**src/common/ebld_pkg.sv**
```systemverilog
package ebld_pkg;

    // Register field codes.
    localparam logic [2:0] REG_B = 3'h0;
    localparam logic [2:0] REG_C = 3'h1;
    localparam logic [2:0] REG_D = 3'h2;
    localparam logic [2:0] REG_E = 3'h3;
    localparam logic [2:0] REG_H = 3'h4;
    localparam logic [2:0] REG_L = 3'h5;
    localparam logic [2:0] REG_MEM = 3'h6;
    localparam logic [2:0] REG_A = 3'h7;

    // Prefix bytes and opcode field positions.
    localparam logic [7:0] PFX_FIRST = 8'hdd;
    localparam logic [7:0] PFX_SECOND = 8'hfd;
    localparam int DST_MSB = 5;
    localparam int DST_LSB = 3;
    localparam int SRC_MSB = 2;
    localparam int SRC_LSB = 0;
    localparam logic [1:0] GRP_MOVE = 2'h1;
    localparam logic [1:0] GRP_IMM = 2'h0;
    localparam logic [2:0] IMM_LOW = 3'h6;

    // Clock states per machine cycle.
    localparam logic [2:0] T_FETCH = 3'h4;
    localparam logic [2:0] T_MEM = 3'h3;
    localparam logic [2:0] T_ADDR = 3'h5;

    // Reset values.
    localparam logic [7:0] RST_BYTE = 8'h00;
    localparam logic [15:0] RST_WORD = 16'h0000;

    typedef enum logic [6:0] {
        ST_FETCH = 7'h01,
        ST_PFX_FETCH = 7'h02,
        ST_DISP = 7'h04,
        ST_ADDR = 7'h08,
        ST_IMM = 7'h10,
        ST_READ = 7'h20,
        ST_WRITE = 7'h40
    } ebld_state_t;

    typedef struct packed {
        logic rd;
        logic wr;
        logic [15:0] addr;
        logic [7:0] wdata;
    } ebld_bus_t;

    typedef struct packed {
        logic [7:0] a;
        logic [7:0] f;
        logic [7:0] b;
        logic [7:0] c;
        logic [7:0] d;
        logic [7:0] e;
        logic [7:0] h;
        logic [7:0] l;
        logic [15:0] index_reg_first;
        logic [15:0] index_reg_second;
    } ebld_regs_t;

endpackage

```
**src/hdl/ebld_decoder.sv**
```systemverilog
// Operation
// - Instructions run as machine cycles of states.
// - Field 111 is A, 000-101 B..L.
// - Register move copies source, four states.
// - Immediate load fetches next byte, 4+3.
// - Load through pointer pair reads memory, 4+3.
// - Store through pointer pair writes memory, 4+3.
// - First prefix, opcode, displacement add signed.
// - Second index load, 4,4,3,5,3 states.
// - First index store writes at index plus displacement.
// - Second index store writes at index plus displacement.
module ebld_decoder (
    input wire logic clk, // Clock, one clock state per cycle.
    input wire logic rst, // Synchronous reset, active high.
    input wire logic [7:0] fetch_data, // Opcode or operand byte from the fetch unit.
    input wire logic [7:0] mem_rdata, // Data returned by a memory read cycle.
    output ebld_pkg::ebld_bus_t bus_q, // Memory request for the current machine cycle.
    output logic fetch_q, // High during an opcode or operand fetch cycle.
    output logic m1_q, // High during the clock states of an opcode fetch.
    output logic done_q, // One-cycle pulse as an instruction retires.
    output logic [15:0] pc_q, // Address of the next byte to fetch.
    output ebld_pkg::ebld_regs_t regs_q, // Architectural register file.
    output logic illegal_q // Level: the last opcode was outside the load group.
);

    ebld_pkg::ebld_state_t state_q, state_d;
    logic [2:0] tcnt_q;
    logic [7:0] op_q;
    logic [1:0] pfx_q; // Bit 0 marks the first index, bit 1 the second.
    logic [7:0] disp_q;

    ////////////////////////////////////////////////////////////////////////
    // Register field helpers.

    function automatic logic [7:0] reg_read(input ebld_pkg::ebld_regs_t r,
                                            input logic [2:0] sel);
        case (sel)
            ebld_pkg::REG_B: reg_read = r.b;
            ebld_pkg::REG_C: reg_read = r.c;
            ebld_pkg::REG_D: reg_read = r.d;
            ebld_pkg::REG_E: reg_read = r.e;
            ebld_pkg::REG_H: reg_read = r.h;
            ebld_pkg::REG_L: reg_read = r.l;
            ebld_pkg::REG_A: reg_read = r.a;
            default: reg_read = ebld_pkg::RST_BYTE;
        endcase
    endfunction

    function automatic ebld_pkg::ebld_regs_t reg_write(input ebld_pkg::ebld_regs_t r,
                                                      input logic [2:0] sel,
                                                      input logic [7:0] v);
        ebld_pkg::ebld_regs_t n;
        n = r;
        case (sel)
            ebld_pkg::REG_B: n.b = v;
            ebld_pkg::REG_C: n.c = v;
            ebld_pkg::REG_D: n.d = v;
            ebld_pkg::REG_E: n.e = v;
            ebld_pkg::REG_H: n.h = v;
            ebld_pkg::REG_L: n.l = v;
            ebld_pkg::REG_A: n.a = v;
            default: n = r;
        endcase
        reg_write = n;
    endfunction

    ////////////////////////////////////////////////////////////////////////
    // Opcode decode from the byte in hand.

    wire logic [7:0] opc = (state_q == ebld_pkg::ST_FETCH ||
                            state_q == ebld_pkg::ST_PFX_FETCH) ? fetch_data : op_q;
    wire logic [2:0] dst = opc[ebld_pkg::DST_MSB:ebld_pkg::DST_LSB];
    wire logic [2:0] src = opc[ebld_pkg::SRC_MSB:ebld_pkg::SRC_LSB];
    wire logic is_move = opc[7:6] == ebld_pkg::GRP_MOVE;
    // Code 76 (both fields memory) is the halt slot and is not a load.
    wire logic is_halt = is_move && dst == ebld_pkg::REG_MEM && src == ebld_pkg::REG_MEM;
    wire logic is_imm = opc[7:6] == ebld_pkg::GRP_IMM && src == ebld_pkg::IMM_LOW &&
                        dst != ebld_pkg::REG_MEM;
    wire logic mem_src = is_move && src == ebld_pkg::REG_MEM && !is_halt;
    wire logic mem_dst = is_move && dst == ebld_pkg::REG_MEM && !is_halt;
    wire logic reg_move = is_move && !mem_src && !mem_dst && !is_halt;
    wire logic is_pfx = fetch_data == ebld_pkg::PFX_FIRST ||
                        fetch_data == ebld_pkg::PFX_SECOND;
    wire logic [15:0] ptr = {regs_q.h, regs_q.l};
    wire logic [15:0] idx = pfx_q[1] ? regs_q.index_reg_second : regs_q.index_reg_first;
    // Sign extension lets a displacement reach 128 below the index.
    wire logic [15:0] idx_ea = idx + {{8{disp_q[7]}}, disp_q};
    wire logic last_t = tcnt_q == 3'h1;

    ////////////////////////////////////////////////////////////////////////
    // Sequencer: each state holds for its clock-state count.

    logic [2:0] tlen_d;
    always_comb
    begin
        state_d = state_q;
        tlen_d = ebld_pkg::T_FETCH;
        case (state_q)
            ebld_pkg::ST_FETCH, ebld_pkg::ST_PFX_FETCH:
            begin
                if (state_q == ebld_pkg::ST_FETCH && is_pfx)
                    state_d = ebld_pkg::ST_PFX_FETCH;
                else if (state_q == ebld_pkg::ST_PFX_FETCH && (mem_src || mem_dst))
                begin
                    state_d = ebld_pkg::ST_DISP;
                    tlen_d = ebld_pkg::T_MEM;
                end
                else if (is_imm)
                begin
                    state_d = ebld_pkg::ST_IMM;
                    tlen_d = ebld_pkg::T_MEM;
                end
                else if (mem_src)
                begin
                    state_d = ebld_pkg::ST_READ;
                    tlen_d = ebld_pkg::T_MEM;
                end
                else if (mem_dst)
                begin
                    state_d = ebld_pkg::ST_WRITE;
                    tlen_d = ebld_pkg::T_MEM;
                end
                else
                    state_d = ebld_pkg::ST_FETCH;
            end
            ebld_pkg::ST_DISP:
            begin
                state_d = ebld_pkg::ST_ADDR;
                tlen_d = ebld_pkg::T_ADDR;
            end
            ebld_pkg::ST_ADDR:
            begin
                state_d = mem_src ? ebld_pkg::ST_READ : ebld_pkg::ST_WRITE;
                tlen_d = ebld_pkg::T_MEM;
            end
            ebld_pkg::ST_IMM, ebld_pkg::ST_READ, ebld_pkg::ST_WRITE:
                state_d = ebld_pkg::ST_FETCH;
            default:
                state_d = ebld_pkg::ST_FETCH;
        endcase
    end

    ////////////////////////////////////////////////////////////////////////
    // Bus request for the state that is starting.

    ebld_pkg::ebld_bus_t bus_d;
    always_comb
    begin
        bus_d = '0;
        case (state_d)
            ebld_pkg::ST_READ:
            begin
                bus_d.rd = 1'b1;
                bus_d.addr = (state_q == ebld_pkg::ST_ADDR) ? idx_ea : ptr;
            end
            ebld_pkg::ST_WRITE:
            begin
                bus_d.wr = 1'b1;
                bus_d.addr = (state_q == ebld_pkg::ST_ADDR) ? idx_ea : ptr;
                bus_d.wdata = reg_read(regs_q, src);
            end
            default:
                bus_d = '0;
        endcase
    end

    wire logic advance = last_t;
    wire logic fetching = state_q == ebld_pkg::ST_FETCH || state_q == ebld_pkg::ST_PFX_FETCH ||
                          state_q == ebld_pkg::ST_DISP || state_q == ebld_pkg::ST_IMM;
    wire logic retire = advance && (state_d == ebld_pkg::ST_FETCH) &&
                        !(state_q == ebld_pkg::ST_FETCH && is_pfx);

    ////////////////////////////////////////////////////////////////////////
    // Register file update at the end of each machine cycle.

    ebld_pkg::ebld_regs_t regs_d;
    always_comb
    begin
        regs_d = regs_q;
        if (advance)
        begin
            case (state_q)
                ebld_pkg::ST_FETCH, ebld_pkg::ST_PFX_FETCH:
                    if (reg_move)
                        regs_d = reg_write(regs_q, dst, reg_read(regs_q, src));
                ebld_pkg::ST_IMM:
                    regs_d = reg_write(regs_q, dst, fetch_data);
                ebld_pkg::ST_READ:
                    regs_d = reg_write(regs_q, dst, mem_rdata);
                default:
                    regs_d = regs_q;
            endcase
        end
    end

    ////////////////////////////////////////////////////////////////////////
    // Next values of the registered outputs.

    wire logic in_fetch = state_q == ebld_pkg::ST_FETCH || state_q == ebld_pkg::ST_PFX_FETCH;
    wire logic first_fetch = state_q == ebld_pkg::ST_FETCH;
    wire logic fetch_d = state_d != ebld_pkg::ST_ADDR && state_d != ebld_pkg::ST_READ &&
                         state_d != ebld_pkg::ST_WRITE;
    wire logic m1_d = state_d == ebld_pkg::ST_FETCH || state_d == ebld_pkg::ST_PFX_FETCH;
    wire logic [1:0] pfx_d = is_pfx ? {fetch_data == ebld_pkg::PFX_SECOND,
                                       fetch_data == ebld_pkg::PFX_FIRST} : 2'h0;
    // A prefix byte in the first fetch is not yet an opcode, so there it does not raise the flag.
    wire logic illegal_d = !(is_pfx && first_fetch) &&
                           !(reg_move || is_imm || mem_src || mem_dst);

    ////////////////////////////////////////////////////////////////////////
    // Sequencer state and clock-state counter.

    // The counter loads the length of the coming cycle and counts down to one.
    always_ff @(posedge clk)
    begin
        if (rst)
        begin
            state_q <= ebld_pkg::ST_FETCH;
            tcnt_q <= ebld_pkg::T_FETCH;
        end
        else if (advance)
        begin
            state_q <= state_d;
            tcnt_q <= tlen_d;
        end
        else
            tcnt_q <= tcnt_q - 3'h1;
    end

    ////////////////////////////////////////////////////////////////////////
    // Bus request and cycle markers.

    // Changing them only at a cycle boundary keeps address and data steady for memory.
    always_ff @(posedge clk)
    begin
        if (rst)
        begin
            bus_q <= '0;
            fetch_q <= 1'b1;
            m1_q <= 1'b1;
        end
        else if (advance)
        begin
            bus_q <= bus_d;
            fetch_q <= fetch_d;
            m1_q <= m1_d;
        end
    end

    ////////////////////////////////////////////////////////////////////////
    // Retire pulse and register file.

    always_ff @(posedge clk)
    begin
        if (rst)
        begin
            done_q <= 1'b0;
            regs_q <= '0;
        end
        else
        begin
            done_q <= retire;
            regs_q <= regs_d;
        end
    end

    ////////////////////////////////////////////////////////////////////////
    // Program counter: one step per fetched byte, none during memory cycles.

    always_ff @(posedge clk)
    begin
        if (rst)
            pc_q <= ebld_pkg::RST_WORD;
        else if (advance && fetching)
            pc_q <= pc_q + 16'h0001;
    end

    ////////////////////////////////////////////////////////////////////////
    // Opcode, prefix and displacement capture.

    always_ff @(posedge clk)
    begin
        if (rst)
        begin
            op_q <= ebld_pkg::RST_BYTE;
            pfx_q <= 2'h0;
            disp_q <= ebld_pkg::RST_BYTE;
            illegal_q <= 1'b0;
        end
        else if (advance)
        begin
            if (first_fetch)
                pfx_q <= pfx_d;
            if (in_fetch)
            begin
                op_q <= fetch_data;
                illegal_q <= illegal_d;
            end
            if (state_q == ebld_pkg::ST_DISP)
                disp_q <= fetch_data;
        end
    end

endmodule

```
**config.mk**
```make
export PLATFORM = sky130hd
export DESIGN_NAME = ebld_decoder
export DESIGN_NICKNAME = d
export VERILOG_FILES = /design/src/common/ebld_pkg.sv /design/src/hdl/ebld_decoder.sv
export SDC_FILE = /design/constraint.sdc
export NUM_CORES = 1
export LEC_CHECK = 0
export ABC_CLOCK_PERIOD_IN_PS = 5500
export BUFFER_PORTS_ARGS = -buffer_cell sky130_fd_sc_hd__buf_2
export CORE_UTILIZATION = 55
export DETAILED_ROUTE_END_ITERATION = 8
export PLACE_DENSITY_LB_ADDON = 0.12
export SYNTH_ARGS = -nofsm -noshare
export SYNTH_HDL_FRONTEND = slang
export SYNTH_SLANG_ARGS = --single-unit
```
**constraint.sdc**
```tcl
create_clock -name clk -period 5.5 [get_ports clk]
set_clock_uncertainty 0.1 [all_clocks]
set_input_delay 1.375 -clock clk [delete_from_list [all_inputs] [get_ports clk]]
set_output_delay 1.375 -clock clk [all_outputs]
set_load 0.005 [all_outputs]
```
# Word-level counts from Yosys, hierarchy flattened
# Cells that the tools add are included.
[totals]
regBits = 128
output_inout_bits = 142
elab_cells = 167
in_bits = 18
[classes]
eq_ne = 54
n_mux = 44
n_addsub = 2
reduce_logical = 47
[ops]
columns = ["cell", "count"]
rows = [
  ["case mux 96 bit (3 select lines)", 1],
  ["2-to-1 mux 8 bit", 23],
  ["2-to-1 mux 96 bit", 1],
  ["case mux 8 bit (7 select lines)", 1],
  ["2-to-1 mux 7 bit", 6],
  ["AND reduction 6 bit", 7],
  ["2-to-1 mux 16 bit", 2],
  ["inequality test 2 x 1 -> 1 bit (second input constant)", 13],
  ["equality test 3 bit (second input constant)", 8],
  ["case mux 7 bit (3 select lines)", 1],
  ["logical AND 1 bit", 18],
  ["2-to-1 mux 3 bit", 6],
  ["inequality test 2 bit (second input constant)", 9],
  ["adder 16 x 1 -> 16 bit (second input constant)", 1],
  ["equality test 8 bit (second input constant)", 2],
  ["equality test 7 x 1 -> 1 bit (second input constant)", 2],
  ["equality test 7 x 2 -> 1 bit (second input constant)", 2],
  ["equality test 7 x 6 -> 1 bit (second input constant)", 2],
  ["equality test 3 x 2 -> 1 bit (second input constant)", 4],
  ["equality test 3 x 1 -> 1 bit (second input constant)", 3],
  ["logical OR 1 bit", 9],
  ["case mux 3 bit (3 select lines)", 1],
  ["equality test 7 x 3 -> 1 bit (second input constant)", 1],
  ["equality test 7 x 4 -> 1 bit (second input constant)", 1],
  ["other kinds (15)", 23],
]

# Logic depth before layout (Yosys ltp)
[depth]
depth_word = 17
mapped_depth = 12
mapped_depth_nobuf = 8

# Least setup slack after synthesis
# OpenSTA, ideal clock, no wires.
[synth_timing]
path_type = "input -> register"
start = "input port fetch_data[7]"
end = "register regs_q[61] in the netlist's numbering"
path_stages = 9
slack_ps = 2131
t_required_ps = 5313
t_arrival_ps = 3181
cell_sequence = "clkbuf_1 -> nor2b_1 -> nand3_1 -> a221oi_2 -> and2b_1 -> and2_1 -> clkbuf_1 -> inv_1 -> o31ai_1"
[synth_via]
elab_chain_cells = 12
[synth_lines]
columns = ["item", "line", "rtl"]
rows = [
  ["start, declared", "ebld_decoder.sv:15", "input wire logic [7:0] fetch_data,"],
  ["2-to-1 mux 8 bit (*)", "-", ""],
  ["equality test 2 x 1 -> 1 bit (*)", "ebld_decoder.sv:74", "wire logic is_move = opc[7:6] == ebld_pkg::GRP_MOVE;"],
  ["logical AND 1 bit", "ebld_decoder.sv:76, ebld_decoder.sv:80", ""],
  ["logical AND 1 bit", "ebld_decoder.sv:76", "wire logic is_halt = is_move && dst == ebld_pkg::REG_MEM && src == ebld_pkg::REG_MEM;"],
  ["logical NOT 1 bit", "ebld_decoder.sv:79, ebld_decoder.sv:80, ebld_decoder.sv:81", ""],
  ["logical AND 1 bit", "ebld_decoder.sv:79", "wire logic mem_src = is_move && src == ebld_pkg::REG_MEM && !is_halt;"],
  ["logical NOT 1 bit", "ebld_decoder.sv:81", "wire logic reg_move = is_move && !mem_src && !mem_dst && !is_halt;"],
  ["logical AND 1 bit (2 in a row)", "ebld_decoder.sv:81", ""],
  ["logical AND 1 bit (*)", "ebld_decoder.sv:81", ""],
  ["inequality test 2 bit (no source line) (*)", "-", ""],
  ["AND reduction 6 bit (no source line) (*)", "-", ""],
  ["end signal, assigned", "ebld_decoder.sv:263", "regs_q <= regs_d;"],
  ["end, declared", "ebld_decoder.sv:22", "output ebld_pkg::ebld_regs_t regs_q,"],
]
# Mark *: on every way between the ends. The rest lies on a longest branch, timed or not.
# A chain may end at the register's enable or synchronous reset.

# Worst setup path in the final report
[layout_timing]
start = "register state_q[4]"
end = "register regs_q[45] in the netlist's numbering"
[layout_via]
elab_chain_cells = 14
[layout_lines]
columns = ["item", "line", "rtl"]
rows = [
  ["start, declared", "ebld_decoder.sv:26", "ebld_pkg::ebld_state_t state_q, state_d;"],
  ["start signal, assigned", "ebld_decoder.sv:218", "state_q <= ebld_pkg::ST_FETCH;"],
  ["start signal, assigned", "ebld_decoder.sv:223", "state_q <= state_d;"],
  ["equality test 7 x 1 -> 1 bit or equality test 7 x 2 -> 1 bit (tied branches)", "ebld_decoder.sv:70, ebld_decoder.sv:182, ebld_decoder.sv:71", ""],
  ["logical OR 1 bit", "ebld_decoder.sv:70", "wire logic [7:0] opc = (state_q == ebld_pkg::ST_FETCH ||"],
  ["2-to-1 mux 8 bit", "-", ""],
  ["equality test 3 bit or equality test 2 x 1 -> 1 bit (tied branches)", "ebld_decoder.sv:76, ebld_decoder.sv:80, ebld_decoder.sv:74", ""],
  ["logical AND 1 bit", "ebld_decoder.sv:76, ebld_decoder.sv:80", ""],
  ["logical AND 1 bit", "ebld_decoder.sv:76", ""],
  ["logical NOT 1 bit", "ebld_decoder.sv:79, ebld_decoder.sv:80, ebld_decoder.sv:81", ""],
  ["logical AND 1 bit", "ebld_decoder.sv:79", ""],
  ["logical NOT 1 bit", "ebld_decoder.sv:81", ""],
  ["logical AND 1 bit (3 in a row)", "ebld_decoder.sv:81", ""],
  ["inequality test 2 bit (no source line)", "-", ""],
  ["AND reduction 6 bit (no source line)", "-", ""],
]
# Parallel ways exist; a longest one is shown, timed or not. The select of a mux whose other input is x is not followed.

==> metrics.cfg <==
[yosys]
ys_seq_area_share_pct=36.6
syn_area_um2=7000
yosys_warnings=0
synth.distinct_cells=79
synth_edf_count=0
synthArstFlopShare_pct=0
synth_cells=823
syn_avg_cell_area_um2=8.50
synth-main-ff-cell=dfxtp_1
ys_seq_elements=128

[power_and_ir_drop]
p_per_area_nw_per_um2=284
p_leak_nw=3.28
peakVddDrop_uv=171

[worst_setup_path]
worst-endpoint-required_ns=5.74
r2r_cells=8
path_buf_inv=2
crit_type=flip-flop to flip-flop
cp_top_family=simple AND/OR/NAND/NOR gates
critPathSlowestCell=dfxtp_1
crit_chain=or3_1, nor3_2, buf_4, a221oi_2, nand2b_1, nor2b_1, inv_1, o31ai_1
crit_arrival_ns=3.92
cp_max_fo=19
critPathCaptureType=flip-flop
slowest_delay_ns=0.79
worstSetupPathDepth=8
start_kind=flip-flop

[placement]
placed_cell_area_um2=7480
placement.io_buffers=119
placed_cells=1065
gp_congestion=0.988
dp_hpwl_um=16500

[detailed_routing]
drt-initial-drc-count=729
wire_per_inst_um=20.8
drtPass1Iterations=6
drcViolationCount=0
vias=6865
drt-vias-per-instance=6.26
antenna_left=0
finalWirelength_um=22800

[layout]
final_cell_area_um2=8130
area_delta_synth_final_pct=16.1
diodes=0
final_cells=1097
nets=937
drive_gt1_share_pct=20.9

[sta]
slew_viol_final=0
worst_pin_slew_ns=1.25
tns_ns=0
rsz0062_at_grt=no
setup_viol_count_final=0
hold_viol_final=0
fmax_mhz=271
fin_crit_sh_pct=67.1
relSlewSlack_pct=15.7
min_period_ns=3.69

[clock_tree]
cts_buffer_depth=2
htreeDepth=4
cts_setup_buffers=0
holdBufCountCts=0
worstSkewPairLatency_ns=0.42
cts_resized=0
path_clk_slew_ns=0.05
cts.sinks=128
numCtsBuffers=17
cts_tree=done
cts-root-buf=clkbuf_16

[run]
max_cap_viol_count=0

[run_status]
status=completed

[global_route]
antenna_found_initial=0
grtUsageTotal_pct=35.1
grt_pass1_wl_um=34800
grt_overflow=0
grt_max_degree=33
first_global_vias=6213

[worst_hold_path]
min-delay-path-class=flip-flop to flip-flop
holdPathStages=2

[die]
start_util_pct=57.3
core_area_um2=12200
die_y_um=115
num_rows=40
pin_count=160
die_x_um=115
die-area_um2=13200

==> layout by cell type, fill, tap and decap left out, drive strengths merged, types with 6 or more instances in the layout <==
cell / instances
a21oi: 55
mux2i: 20
nand2b: 17
dfxtp: 128
nand3b: 13
o21ai: 52
or3: 10
and3: 10
buf: 127
nor3: 13
mux2: 10
clkbuf: 24
a221oi: 6
inv: 15
and2: 12
o211ai: 6
conb: 40
nand3: 19
a22o: 9
nor2b: 8
nor3b: 9
nand4: 8
xnor2: 9
o31ai: 23
xor2: 7
a21boi: 8
nand2: 100
nor2: 59
a32o: 30
==> kinds of logic (layout without fill, tap and decap cells) <==
group,after synthesis,after routing,synth area share [%]
AOI/OAI and AO/OA,235,235,25.0
xor gates and xnor gates,16,16,2.38
adders and majority gates,3,3,0.537
buffers and inverters,107,174,8.40
DFF,128,128,36.6
muxes,30,30,4.69
other,1,40,0.0536
and+or+nand+nor,303,303,22.3
==> flip-flops by register name, indices dropped and copies added (netlist names) <==
name       cells
bus_q         26
tcnt_q         3
disp_q         8
fetch_q        1
done_q         1
op_q           8
pc_q          16
illegal_q      1
state_q        7
m1_q           1
regs_q        56
==> worst reg2reg max path, delay by kind of cell (launching register included) <==
family,cells,cell delay [ns]
and+or+nand+nor,4,1.60
DFF,1,0.79
AOI/OAI and AO/OA,2,0.70
buffers and inverters,2,0.41
==> per-layer routing <==
| metal | share of wire (%) | routed length (um) | vias up | GRT usage [%] |
|---|---|---|---|---|
| met5 | 0 | 0 | - | 0 |
| met4 | 2.5 | 559 | 0 | 14.6 |
| met3 | 10 | 2380 | 48 | 8.70 |
| met2 | 45 | 10300 | 432 | 54.3 |
| met1 | 42 | 9570 | 3269 | 47.0 |
| li1 | - | - | 3116 | - |
==> per-stage QoR <==
stage / setup WS [ns] / hold WS [ns] / power, mW / utilization (%)
floorplan: 2.13 / 0.332 / 1.08 / -
global placement: 1.58 / 0.328 / 1.10 / 61.3
detailed placement: 1.48 / 0.337 / 1.11 / 61.3
CTS: 1.93 / 0.350 / 2.31 / 66.5
global route: 1.60 / 0.369 / 2.37 / 66.5
finish: 1.81 / 0.343 / 2.31 / 66.5
==> layout make-up <==
type                       instances  area, um^2
inverter                          15        56.3
fill                            1104        4090
clock buffer                      24         492
multi-input combinational        627        4000
clock inverter                     8         151
sequential                       128        2560
timing repair buffer             127         656
tap                              168         210
==> final timing paths <==
path                                              start                      end  slack, ns
worst max-delay path            state_q[4]$_SDFFE_PP0P_  regs_q[45]$_SDFFE_PP0P_       1.81
worst min-delay path             bus_q[16]$_SDFFE_PP0P_   bus_q[16]$_SDFFE_PP0P_       0.34
worst max register to register  state_q[4]$_SDFFE_PP0P_  regs_q[45]$_SDFFE_PP0P_       1.81
worst min register to register   bus_q[16]$_SDFFE_PP0P_   bus_q[16]$_SDFFE_PP0P_       0.34
==> power by group <==
part,switching [mW],internal [mW]
logic,0.0977,0.0428
clock network,0.408,0.807
registers,0.0130,0.938
==> cells in the mapped netlist, types with 4 or more instances <==
cell	instances	area, um^2
mux2i_1	19	190
nor2_1	59	221
nor3b_1	9	67.6
nand4_1	8	50.1
dfxtp_1	128	2560
and3_1	10	62.6
a22o_1	9	78.8
and2_1	12	75.1
o21ai_0	52	260
a22oi_1	5	37.5
inv_1	15	56.3
a32o_1	30	300
mux2_2	7	78.8
nand3_1	18	90.1
xnor2_1	8	70.1
a32oi_1	5	43.8
xor2_1	6	52.6
or2_2	5	31.3
a21oi_1	55	275
a221oi_1	4	35.0
nor2b_1	8	50.1
o211ai_1	6	45.0
nand2_1	99	372
buf_4	43	323
clkbuf_1	35	131
or3_1	10	62.6
a21boi_0	8	60.1
buf_1	4	15.0
buf_2	7	35.0
nor3_1	12	60.1
nand3b_1	13	97.6
nand2b_1	17	106
o31a_1	5	43.8
o31ai_1	21	158
(Power assumes the default switching activity.)
